$ cat src/design/pcf_pkg.sv
// constants, register map and state carriers for the pwm carrier, trip and capture block
// assumes one 40 MHz clock, inputs already synchronous to it, a plain strobe register port
package pcf_pkg;

  localparam int unsigned ADDR_W = 8;

  localparam logic [7:0] OFF_CARRIER_CONFIG = 8'h00;
  localparam logic [7:0] OFF_TRIP_CONFIG    = 8'h04;
  localparam logic [7:0] OFF_TRIP_ACTIONS   = 8'h08;
  localparam logic [7:0] OFF_TRIP_SOFTWARE  = 8'h0C;
  localparam logic [7:0] OFF_TRIP_STATUS    = 8'h10;
  localparam logic [7:0] OFF_CAP_CONTROL    = 8'h14;
  localparam logic [7:0] OFF_CAP_COMMAND    = 8'h18;
  localparam logic [7:0] OFF_CAP_PHASE      = 8'h1C;
  localparam logic [7:0] OFF_CHAN_CFG0      = 8'h20;
  localparam logic [7:0] OFF_TIMESTAMP0     = 8'h2C;
  localparam logic [7:0] OFF_EDGE_KIND      = 8'h38;
  localparam logic [7:0] OFF_CAP_COUNTER    = 8'h3C;

  // carrier_config fields
  localparam int unsigned CC_EN_BIT     = 0;
  localparam int unsigned CC_PRESC_LSB  = 1;
  localparam int unsigned CC_DUTY_LSB   = 5;
  localparam int unsigned CC_WIDTH_LSB  = 8;
  localparam logic [31:0] CC_RESET      = 32'h0000_0000;
  // last carrier_clock tick index per sustaining period and per first-pulse width step (eight ticks each)
  localparam logic [2:0]  CARRIER_STEPS = 3'h7;

  // trip_config fields
  localparam int unsigned TC_EN_BIT      = 0;
  localparam int unsigned TC_MODE_LSB    = 1;
  localparam int unsigned TC_RELEASE_BIT = 7;
  localparam int unsigned TC_CLEAR_BIT   = 8;
  localparam logic [31:0] TC_RESET       = 32'h0000_0000;
  localparam logic [31:0] TA_RESET       = 32'h0000_0000;

  // trip_software and cap_command pulse bits
  localparam int unsigned SW_CYCLE_BIT   = 0;
  localparam int unsigned SW_LATCHED_BIT = 1;
  localparam int unsigned CMD_SYNC_BIT   = 0;
  localparam int unsigned CMD_FORCE_LSB  = 1;

  // cap_control fields
  localparam int unsigned CAPC_EN_BIT    = 0;
  localparam int unsigned CAPC_TSYNC_BIT = 1;
  localparam int unsigned CAPC_MSYNC_BIT = 2;

  // channel config fields
  localparam int unsigned CH_INV_BIT    = 0;
  localparam int unsigned CH_RISE_BIT   = 1;
  localparam int unsigned CH_FALL_BIT   = 2;
  localparam int unsigned CH_PRESC_LSB  = 3;

  typedef enum logic [1:0] {PCF_MODE_NONE, PCF_MODE_CYCLE, PCF_MODE_LATCHED, PCF_MODE_SPARE}
    pcf_mode_e;
  typedef enum logic [1:0] {PCF_ACT_NONE, PCF_ACT_LOW, PCF_ACT_HIGH, PCF_ACT_TOGGLE} pcf_act_e;

  typedef struct packed {
    logic       prev_in;
    logic [3:0] presc_cnt;
    logic [2:0] phase;
    logic [6:0] first_cnt;
    logic       in_first;
  } pcf_carrier_s;

  typedef struct packed {
    logic       prev_x;
    logic [7:0] presc_cnt;
    logic [7:0] presc;
    logic       fall_edge;
    logic [31:0] stamp;
    logic [3:0] cfg;
  } pcf_chan_s;

  typedef struct packed {
    logic [31:0]       carrier_config;
    logic [31:0]       trip_config;
    logic [31:0]       trip_actions;
    logic [2:0]        cap_control;
    logic [31:0]       phase;
    logic [31:0]       counter;
    pcf_chan_s [2:0]   chan;
    pcf_carrier_s [1:0] car;
    logic [2:0]        fault_smp;
    logic              clear_prev;
    logic              cycle_on;
    logic              latched_on;
    logic [1:0]        forced;
    logic [1:0]        outs;
    logic [2:0]        cycle_irq;
    logic [2:0]        latched_irq;
    logic [2:0]        cap_irq;
    logic [31:0]       rd_data;
  } pcf_state_s;

endpackage

$ cat src/design/pcf_top.sv
// carrier modulator, fault trip handler and three-channel capture unit
// assumes single clock, synchronous inputs, register reads answered in the next cycle
`timescale 1ns/1ps
`default_nettype none

module pcf_top (
  input  wire logic                         clk,
  input  wire logic                         rst_n,
  input  wire logic [pcf_pkg::ADDR_W-1:0]   reg_addr,
  input  wire logic [31:0]                  reg_wdata,
  input  wire logic                         reg_write,
  input  wire logic                         reg_read,
  output logic      [31:0]                  reg_rdata,
  input  wire logic                         pwm_a_in,
  input  wire logic                         pwm_b_in,
  input  wire logic                         timer_counting_down,
  input  wire logic                         timer_at_period_event,
  input  wire logic                         timer_at_zero_event,
  input  wire logic [2:0]                   fault_input,
  input  wire logic [2:0]                   capture_input,
  input  wire logic                         timer_sync_out,
  input  wire logic                         module_sync_in,
  output logic                              output_a,
  output logic                              output_b,
  output logic                              cycle_trip_active,
  output logic                              latched_trip_active,
  output logic      [2:0]                   cycle_trip_irq,
  output logic      [2:0]                   latched_trip_irq,
  output logic      [2:0]                   capture_irq
);

  pcf_pkg::pcf_state_s q;
  pcf_pkg::pcf_state_s d;

  function automatic logic apply_action(input logic [1:0] act, input logic cur);
    unique case (pcf_pkg::pcf_act_e'(act))
      pcf_pkg::PCF_ACT_NONE:   apply_action = cur;
      pcf_pkg::PCF_ACT_LOW:    apply_action = 1'b0;
      pcf_pkg::PCF_ACT_HIGH:   apply_action = 1'b1;
      pcf_pkg::PCF_ACT_TOGGLE: apply_action = ~cur;
    endcase
  endfunction

  function automatic logic hit(input logic [7:0] off);
    hit = (reg_addr == off);
  endfunction

  logic [1:0] pwm_in;
  logic [1:0] carried;
  logic [2:0] events;
  logic [2:0] ev_rise;
  logic [2:0] ev_cycle;
  logic [2:0] ev_latched;
  logic       cyc_fire;
  logic       lat_fire;
  logic       release_pt;
  logic       clear_now;
  logic       sw_cyc;
  logic       sw_lat;
  logic [2:0] sw_force;
  logic       sync_now;
  logic [1:0] act_a_cyc;
  logic [1:0] act_b_cyc;
  logic [1:0] act_a_lat;
  logic [1:0] act_b_lat;

  always_comb
  begin
    d = q;
    pwm_in = {pwm_b_in, pwm_a_in};
    carried = 2'b00;

    // carrier: divided tick, first pulse, then duty chopping
    for (int i = 0; i < 2; i++)
    begin
      logic tick;
      logic rise;
      tick = 1'b0;
      rise = pwm_in[i] & ~q.car[i].prev_in;
      d.car[i].prev_in = pwm_in[i];
      if (!q.carrier_config[pcf_pkg::CC_EN_BIT])
      begin
        carried[i] = pwm_in[i];
        d.car[i].presc_cnt = 4'h0;
        d.car[i].phase = 3'h0;
        d.car[i].in_first = 1'b0;
      end
      else if (!pwm_in[i])
      begin
        carried[i] = 1'b0;
        d.car[i].in_first = 1'b0;
      end
      else if (rise)
      begin
        // restart divider so the first pulse has its full length
        carried[i] = 1'b1;
        d.car[i].presc_cnt = 4'h0;
        d.car[i].phase = 3'h0;
        d.car[i].in_first = 1'b1;
        d.car[i].first_cnt = {q.carrier_config[pcf_pkg::CC_WIDTH_LSB +: 4],
                              pcf_pkg::CARRIER_STEPS};
      end
      else
      begin
        if (q.car[i].presc_cnt == q.carrier_config[pcf_pkg::CC_PRESC_LSB +: 4])
        begin
          tick = 1'b1;
          d.car[i].presc_cnt = 4'h0;
        end
        else
        begin
          d.car[i].presc_cnt = q.car[i].presc_cnt + 4'h1;
        end
        if (q.car[i].in_first)
        begin
          carried[i] = 1'b1;
          if (tick)
          begin
            if (q.car[i].first_cnt == 7'h00)
            begin
              d.car[i].in_first = 1'b0;
              d.car[i].phase = 3'h0;
            end
            else
            begin
              d.car[i].first_cnt = q.car[i].first_cnt - 7'h01;
            end
          end
        end
        else
        begin
          // duty of zero gives a silent output, hence seven usable settings
          carried[i] = (q.car[i].phase < q.carrier_config[pcf_pkg::CC_DUTY_LSB +: 3]);
          if (tick)
          begin
            d.car[i].phase = q.car[i].phase + 3'h1;
          end
        end
      end
    end

    // fault events from the block-clock sampled inputs
    d.fault_smp = fault_input;
    events = q.fault_smp & {3{q.trip_config[pcf_pkg::TC_EN_BIT]}};
    ev_rise = fault_input & ~q.fault_smp & {3{q.trip_config[pcf_pkg::TC_EN_BIT]}};
    for (int k = 0; k < 3; k++)
    begin
      ev_cycle[k] = events[k] &
        (q.trip_config[pcf_pkg::TC_MODE_LSB + 2*k +: 2] == 2'(pcf_pkg::PCF_MODE_CYCLE));
      ev_latched[k] = events[k] &
        (q.trip_config[pcf_pkg::TC_MODE_LSB + 2*k +: 2] == 2'(pcf_pkg::PCF_MODE_LATCHED));
    end
    sw_cyc = reg_write & hit(pcf_pkg::OFF_TRIP_SOFTWARE) & reg_wdata[pcf_pkg::SW_CYCLE_BIT];
    sw_lat = reg_write & hit(pcf_pkg::OFF_TRIP_SOFTWARE) & reg_wdata[pcf_pkg::SW_LATCHED_BIT];
    cyc_fire = (|ev_cycle) | (sw_cyc & q.trip_config[pcf_pkg::TC_EN_BIT]);
    lat_fire = (|ev_latched) | (sw_lat & q.trip_config[pcf_pkg::TC_EN_BIT]);

    for (int k = 0; k < 3; k++)
    begin
      d.cycle_irq[k] = ev_rise[k] &
        (q.trip_config[pcf_pkg::TC_MODE_LSB + 2*k +: 2] == 2'(pcf_pkg::PCF_MODE_CYCLE));
      d.latched_irq[k] = ev_rise[k] &
        (q.trip_config[pcf_pkg::TC_MODE_LSB + 2*k +: 2] == 2'(pcf_pkg::PCF_MODE_LATCHED));
    end

    release_pt = q.trip_config[pcf_pkg::TC_RELEASE_BIT] ? timer_at_period_event
                                                        : timer_at_zero_event;
    // a new fault in the release cycle keeps the trip on
    if (cyc_fire)
      d.cycle_on = 1'b1;
    else if (release_pt)
      d.cycle_on = 1'b0;

    d.clear_prev = q.trip_config[pcf_pkg::TC_CLEAR_BIT];
    clear_now = q.trip_config[pcf_pkg::TC_CLEAR_BIT] ^ q.clear_prev;
    if (lat_fire)
      d.latched_on = 1'b1;
    else if (clear_now)
      d.latched_on = 1'b0;

    // action taken once at trip onset and held, so toggle does not oscillate
    act_a_cyc = q.trip_actions[{timer_counting_down, 1'b0} +: 2];
    act_b_cyc = q.trip_actions[4 + {timer_counting_down, 1'b0} +: 2];
    act_a_lat = q.trip_actions[8 + {timer_counting_down, 1'b0} +: 2];
    act_b_lat = q.trip_actions[12 + {timer_counting_down, 1'b0} +: 2];
    if (lat_fire && !q.latched_on)
    begin
      d.forced[0] = apply_action(act_a_lat, carried[0]);
      d.forced[1] = apply_action(act_b_lat, carried[1]);
    end
    else if (cyc_fire && !q.cycle_on && !q.latched_on)
    begin
      d.forced[0] = apply_action(act_a_cyc, carried[0]);
      d.forced[1] = apply_action(act_b_cyc, carried[1]);
    end
    if (d.latched_on || d.cycle_on)
      d.outs = d.forced;
    else
      d.outs = carried;

    // capture counter and sync
    sync_now = (q.cap_control[pcf_pkg::CAPC_TSYNC_BIT] & timer_sync_out) |
               (q.cap_control[pcf_pkg::CAPC_MSYNC_BIT] & module_sync_in) |
               (reg_write & hit(pcf_pkg::OFF_CAP_COMMAND) & reg_wdata[pcf_pkg::CMD_SYNC_BIT]);
    if (sync_now)
      d.counter = q.phase;
    else if (q.cap_control[pcf_pkg::CAPC_EN_BIT])
      d.counter = q.counter + 32'h0000_0001;

    sw_force = (reg_write & hit(pcf_pkg::OFF_CAP_COMMAND)) ?
               reg_wdata[pcf_pkg::CMD_FORCE_LSB +: 3] : 3'h0;
    for (int c = 0; c < 3; c++)
    begin
      logic x;
      logic r;
      logic f;
      logic sel;
      logic fire;
      x = capture_input[c] ^ q.chan[c].cfg[pcf_pkg::CH_INV_BIT];
      r = x & ~q.chan[c].prev_x;
      f = ~x & q.chan[c].prev_x;
      sel = (r & q.chan[c].cfg[pcf_pkg::CH_RISE_BIT]) |
            (f & q.chan[c].cfg[pcf_pkg::CH_FALL_BIT]);
      fire = 1'b0;
      d.chan[c].prev_x = x;
      if (sel)
      begin
        if (q.chan[c].presc_cnt == q.chan[c].presc)
        begin
          fire = 1'b1;
          d.chan[c].presc_cnt = 8'h00;
        end
        else
        begin
          d.chan[c].presc_cnt = q.chan[c].presc_cnt + 8'h01;
        end
      end
      if (fire)
        d.chan[c].fall_edge = f;
      if (fire || sw_force[c])
        d.chan[c].stamp = q.counter;
      d.cap_irq[c] = fire | sw_force[c];
    end

    // register writes
    if (reg_write)
    begin
      if (hit(pcf_pkg::OFF_CARRIER_CONFIG))
        d.carrier_config = {20'h0_0000, reg_wdata[11:0]};
      if (hit(pcf_pkg::OFF_TRIP_CONFIG))
        d.trip_config = {23'h00_0000, reg_wdata[8:0]};
      if (hit(pcf_pkg::OFF_TRIP_ACTIONS))
        d.trip_actions = {16'h0000, reg_wdata[15:0]};
      if (hit(pcf_pkg::OFF_CAP_CONTROL))
        d.cap_control = reg_wdata[2:0];
      if (hit(pcf_pkg::OFF_CAP_PHASE))
        d.phase = reg_wdata;
      for (int c = 0; c < 3; c++)
      begin
        if (reg_addr == pcf_pkg::OFF_CHAN_CFG0 + 8'(4*c))
        begin
          d.chan[c].cfg = {1'b0, reg_wdata[2:0]};
          d.chan[c].presc = reg_wdata[pcf_pkg::CH_PRESC_LSB +: 8];
          d.chan[c].presc_cnt = 8'h00;
        end
      end
    end

    // register reads, data valid in the next cycle only
    d.rd_data = 32'h0000_0000;
    if (reg_read)
    begin
      if (hit(pcf_pkg::OFF_CARRIER_CONFIG))
        d.rd_data = q.carrier_config;
      if (hit(pcf_pkg::OFF_TRIP_CONFIG))
        d.rd_data = q.trip_config;
      if (hit(pcf_pkg::OFF_TRIP_ACTIONS))
        d.rd_data = q.trip_actions;
      if (hit(pcf_pkg::OFF_TRIP_STATUS))
        d.rd_data = {27'h000_0000, q.fault_smp, q.latched_on, q.cycle_on};
      if (hit(pcf_pkg::OFF_CAP_CONTROL))
        d.rd_data = {29'h0000_0000, q.cap_control};
      if (hit(pcf_pkg::OFF_CAP_PHASE))
        d.rd_data = q.phase;
      if (hit(pcf_pkg::OFF_EDGE_KIND))
        d.rd_data = {29'h0000_0000, q.chan[2].fall_edge, q.chan[1].fall_edge,
                     q.chan[0].fall_edge};
      if (hit(pcf_pkg::OFF_CAP_COUNTER))
        d.rd_data = q.counter;
      for (int c = 0; c < 3; c++)
      begin
        if (reg_addr == pcf_pkg::OFF_CHAN_CFG0 + 8'(4*c))
          d.rd_data = {21'h00_0000, q.chan[c].presc, q.chan[c].cfg[2:0]};
        if (reg_addr == pcf_pkg::OFF_TIMESTAMP0 + 8'(4*c))
          d.rd_data = q.chan[c].stamp;
      end
    end
  end

  always_ff @(posedge clk or negedge rst_n)
  begin
    if (!rst_n)
    begin
      q <= '0;
      q.carrier_config <= pcf_pkg::CC_RESET;
      q.trip_config <= pcf_pkg::TC_RESET;
      q.trip_actions <= pcf_pkg::TA_RESET;
    end
    else
    begin
      q <= d;
    end
  end

  assign reg_rdata           = q.rd_data;
  assign output_a            = q.outs[0];
  assign output_b            = q.outs[1];
  assign cycle_trip_active   = q.cycle_on;
  assign latched_trip_active = q.latched_on;
  assign cycle_trip_irq      = q.cycle_irq;
  assign latched_trip_irq    = q.latched_irq;
  assign capture_irq         = q.cap_irq;

endmodule // pcf_top

`default_nettype wire

$ cat config.mk
export PLATFORM = sky130hd
export DESIGN_NAME = pcf_top
export DESIGN_NICKNAME = d
export VERILOG_FILES = /design/src/design/pcf_pkg.sv /design/src/design/pcf_top.sv
export SDC_FILE = /design/constraint.sdc
export NUM_CORES = 1
export LEC_CHECK = 0
export BUFFER_PORTS_ARGS = -buffer_cell sky130_fd_sc_hd__buf_2
export CORE_ASPECT_RATIO = 0.8
export CORE_MARGIN = 3
export CORE_UTILIZATION = 50
export DETAILED_ROUTE_END_ITERATION = 6
export PLACE_DENSITY = 0.72
export SLEW_MARGIN = 20
export SYNTH_ARGS = -nofsm -noshare
export SYNTH_HDL_FRONTEND = slang
export SYNTH_SLANG_ARGS = --single-unit
$ cat constraint.sdc
create_clock -name clk -period 2.8 [get_ports clk]
set_clock_uncertainty 0.15 [all_clocks]
set_input_delay 0.28 -clock clk [delete_from_list [all_inputs] [get_ports clk]]
set_output_delay 0.28 -clock clk [all_outputs]
set_load 0.1 [all_outputs]
==> summary.txt <==
Outcome
  • Status: completed

Detailed routing
  • Vias per cell: between 6 and 7
  • DRT iter0 DRCs: 1,364
  • Final wirelength: 47.0 mm
  • DRT Pass-1 Iters: 5
  • Final antenna-violating net count: 0
  • DRC: 0
  • DR vias: 13,000
  • WL per Instance: 22.0 um

Die
  • Initial core utilization: roughly half
  • Die ar.: 36,600 sq um
  • # IOs: 102
  • Die Wd: 213 um
  • Die height: 172 um
  • FP Rows: 60
  • Core box area: 33,800 sq um

Pwr
  • Internal power: 0.00985 W
  • PwrDens: 701 nW/um^2
  • Sequential power share: between 40% and 50%
  • Tot Pwr: approximately 0.014 W
  • P_sw: around 0.0040 W
  • Switching Share: 28.7%
  • Leakage: 9.30 nW
  • Clock power frac: 36.9%
  • Worst vdd ir: 377 uV
  • Comb power frac: 14.2%

Critical path
  • CP bufs+invs: 1
  • Cell family with most CP delay: compound AO/OA/AOI/OAI gates
  • CP Max Fanout: 3
  • CP max stage delay: 0.55 ns
  • CP Cell Sequence: inv_1 -> ha_1 -> a21oi_1 -> o21ai_0 -> a21boi_0 -> mux4_2 -> o22ai_1 -> mux2_2
  • CP Launch Type: flip-flop
  • CP arrival: 2.82 ns
  • Worst path slowest cell: mux4_2
  • Worst Setup End Kind: flip-flop
  • Critical setup path kind: flip-flop to flip-flop
  • CP Data Required Time: slightly above 3 ns

Global routing
  • Vias in the first global route: roughly 13,000
  • Largest net degree at the start of global routing: 79
  • First-pass GRT wire length: about 73 mm
  • Total GRT Usage: 25.8%
  • Initial antenna violation count: 1
  • Grt total ovfl: 0

Clock network
  • Clk root buf: clkbuf_16
  • H-tree levels: 2
  • Insertion delay to the later sink of the worst-skew pair: 0.53 ns
  • Clock transition at path regs: 0.07 ns
  • CTS Hold Bufs: 31
  • CTS tree: yes
  • Buffer depth of the longest clock path: 3
  • Cts bufs inserted: 35
  • CTS sink count: 346
  • Post-CTS sizing: 0
  • Post-CTS Setup Inserts: 0

Worst hold path
  • Hold WC Path Type: input port to flip-flop

STA
  • Worst-Margin Slew: 0.646 ns
  • Tmin final: about 2.5 ns
  • Worst setup margin: 0.287 ns
  • Slew headroom: 56.8%
  • RSZ-0062 raised after global routing: false
  • Final Hold Viols: 0
  • Setup TNS: 0 ns
  • Highest Clock Rate: 0.398 GHz
  • Max-slew violation count: 0
  • Period utilisation layout: 89.8%
  • Finish-stage setup viols: 0

Synthesis
  • Post-synth EDFFs: 0
  • Post-synthesis cell type count: 70
  • Mapped Cells: 1,565
  • Yosys top cell by area: dfrtp_1
  • Sequential element share of the synthesized area: 50.4%
  • Synth Area per Inst: approximately 11 sq um
  • Area fraction of the dominant cell type after synthesis: 50.4%
  • FFs w/ async S/R, synth: 100%
  • Synth warnings: 0
  • Synthesized cell area: 17,200 sq um
  • Post-synthesis register bit count: 346
  • Synth Flop Type: dfrtp_1
  • Synth area leaders: dfrtp_1 50%, mux2_2 13%, xor2_1 2.9%
  • Synthesized Nets: 1,638

Layout
  • Final #Nets: 1,744
  • Finished Layout Cells: roughly 2,100
  • Area delta synth->final: 14.6%
  • Share of layout cells above drive strength 1: 26.6%
  • Util after Layout: roughly three fifths

Placed design
  • Placed wire-length estimate: 32.0 mm
  • GPL Wtd Cong: ~1
  • Placed Cells: slightly above 2,000
  • PortBufs: 101
  • DP Worst Slack: 0.322 ns

Run
  • Max-cap viol count: 0
## power by group through the flow
stage / combinational, W / sequential (W) / clock, W
after floorplan: 0.00147 / 0.00640 / 0
after global placement: 0.00181 / 0.00674 / 0
after detailed placement: 0.00190 / 0.00679 / 0
after CTS: 0.00195 / 0.00671 / 0.00517
after global routing: 0.00217 / 0.00686 / 0.00538
final: 0.00196 / 0.00676 / 0.00509
## metrics by stage
step	instance area (sq um)	hold WS (ns)
6_report	19700	0.0310
5_1_grt	19700	0.0190
4_1_cts	19700	0.00822
3_5_place_dp	18100	0.151
3_3_place_gp	18100	0.145
2_1_floorplan	17200	-0.166
## cell families (layout without fill, tap and decap cells)
| logic type | Yosys count | in the layout | synth area share, % |
|---|---|---|---|
| simple gates | 415 | 415 | 12.4 |
| fa+ha+maj | 16 | 16 | 1.16 |
| flops | 346 | 346 | 50.4 |
| other cells | 0 | 2 | 0 |
| mux | 231 | 231 | 15.0 |
| xor+xnor | 88 | 88 | 4.48 |
| compound gates | 316 | 316 | 12.0 |
| buf+inv | 153 | 283 | 4.60 |
## synthesized netlist by cell type (all sizes together) (6+ instances only)
cell type,n
dfrtp,346
mux2,206
nor2,124
nand2,114
a21oi,81
buf,79
o21ai,60
xor2,57
a22oi,49
clkbuf,43
xnor2,31
inv,30
nand3,29
a31oi,28
mux2i,24
nand4,20
and3,17
ha,16
nand2b,14
nor4,14
nand3b,13
nor2b,13
nor3,12
o31ai,12
and2,11
a22o,10
o211ai,10
nor3b,9
o2bb2ai,9
a21o,7
a222oi,7
o22ai,7
and4,6
## path summary, 6_finish.rpt
check,start,end,slack (ns),cells after the start
min in group asynchronous,rst_n,reg_rdata[17],0.17,2
worst max-delay path,q[383],output_b,0.29,8
worst min register to register,q[61],q[61],0.36,1
max in group asynchronous,rst_n,q[131],1.48,3
worst max register to register,q[383],output_b,0.29,8
worst min-delay path,reg_wdata[10],q[386],0.03,2
## cells in the final DEF, fill, tap and decap left out, types with 10 or more instances in the layout
master,instances
a21oi_1,81
dfrtp_1,346
buf_2,100
buf_12,10
and2_1,10
dlygate4sd3_1,31
nand2b_1,14
clkbuf_16,35
nor3_1,10
mux2i_1,24
nand4_1,20
a31oi_1,28
xnor2_1,31
nor2_1,121
mux2_2,206
buf_4,49
nand2_1,113
a22o_1,10
nor4_1,11
nand3b_1,13
ha_1,16
a22oi_1,49
nand3_1,29
o21ai_0,59
nor2b_1,13
and3_1,17
o211ai_1,10
inv_1,30
xor2_1,57
o31ai_1,12
## sequential cells by signal, summed over array words and instances (netlist names)
signal and count:
latched_trip_irq 3, d 1, cycle_trip_irq 3, output_a 1, output_b 1, capture_irq 3
reg_rdata 32, q 300, latched_trip_active 1, cycle_trip_active 1
## worst reg2reg max path, delay by kind of cell (launching register included)
| family | cells | cell delay (ns) |
|---|---|---|
| AOI/OAI and AO/OA | 4 | 0.83 |
| adders and majority gates | 1 | 0.29 |
| buffers and inverters | 1 | 0.08 |
| DFF | 1 | 0.37 |
| muxes | 2 | 0.73 |
## area by class of cell
type | instances | area (sq um)
flip-flops and latches | 346 | 8660
inverters | 31 | 116
multi-input cells | 1066 | 7740
clock inverters | 20 | 290
fillers | 2742 | 14100
clock buffers | 41 | 948
well taps | 434 | 543
repair buffers | 191 | 1390
diodes | 2 | 5.00
## metal layers
metal	wire length [um]	vias to the layer above	track usage, %	share of wire, %
met3	4440	91	7.29	9.5
met4	1070	0	6.92	2.3
li1	-	5800	-	-
met1	21700	6538	38.9	46
met5	0	-	0	0
met2	19800	542	36.6	42
(Power assumes the default switching activity.)
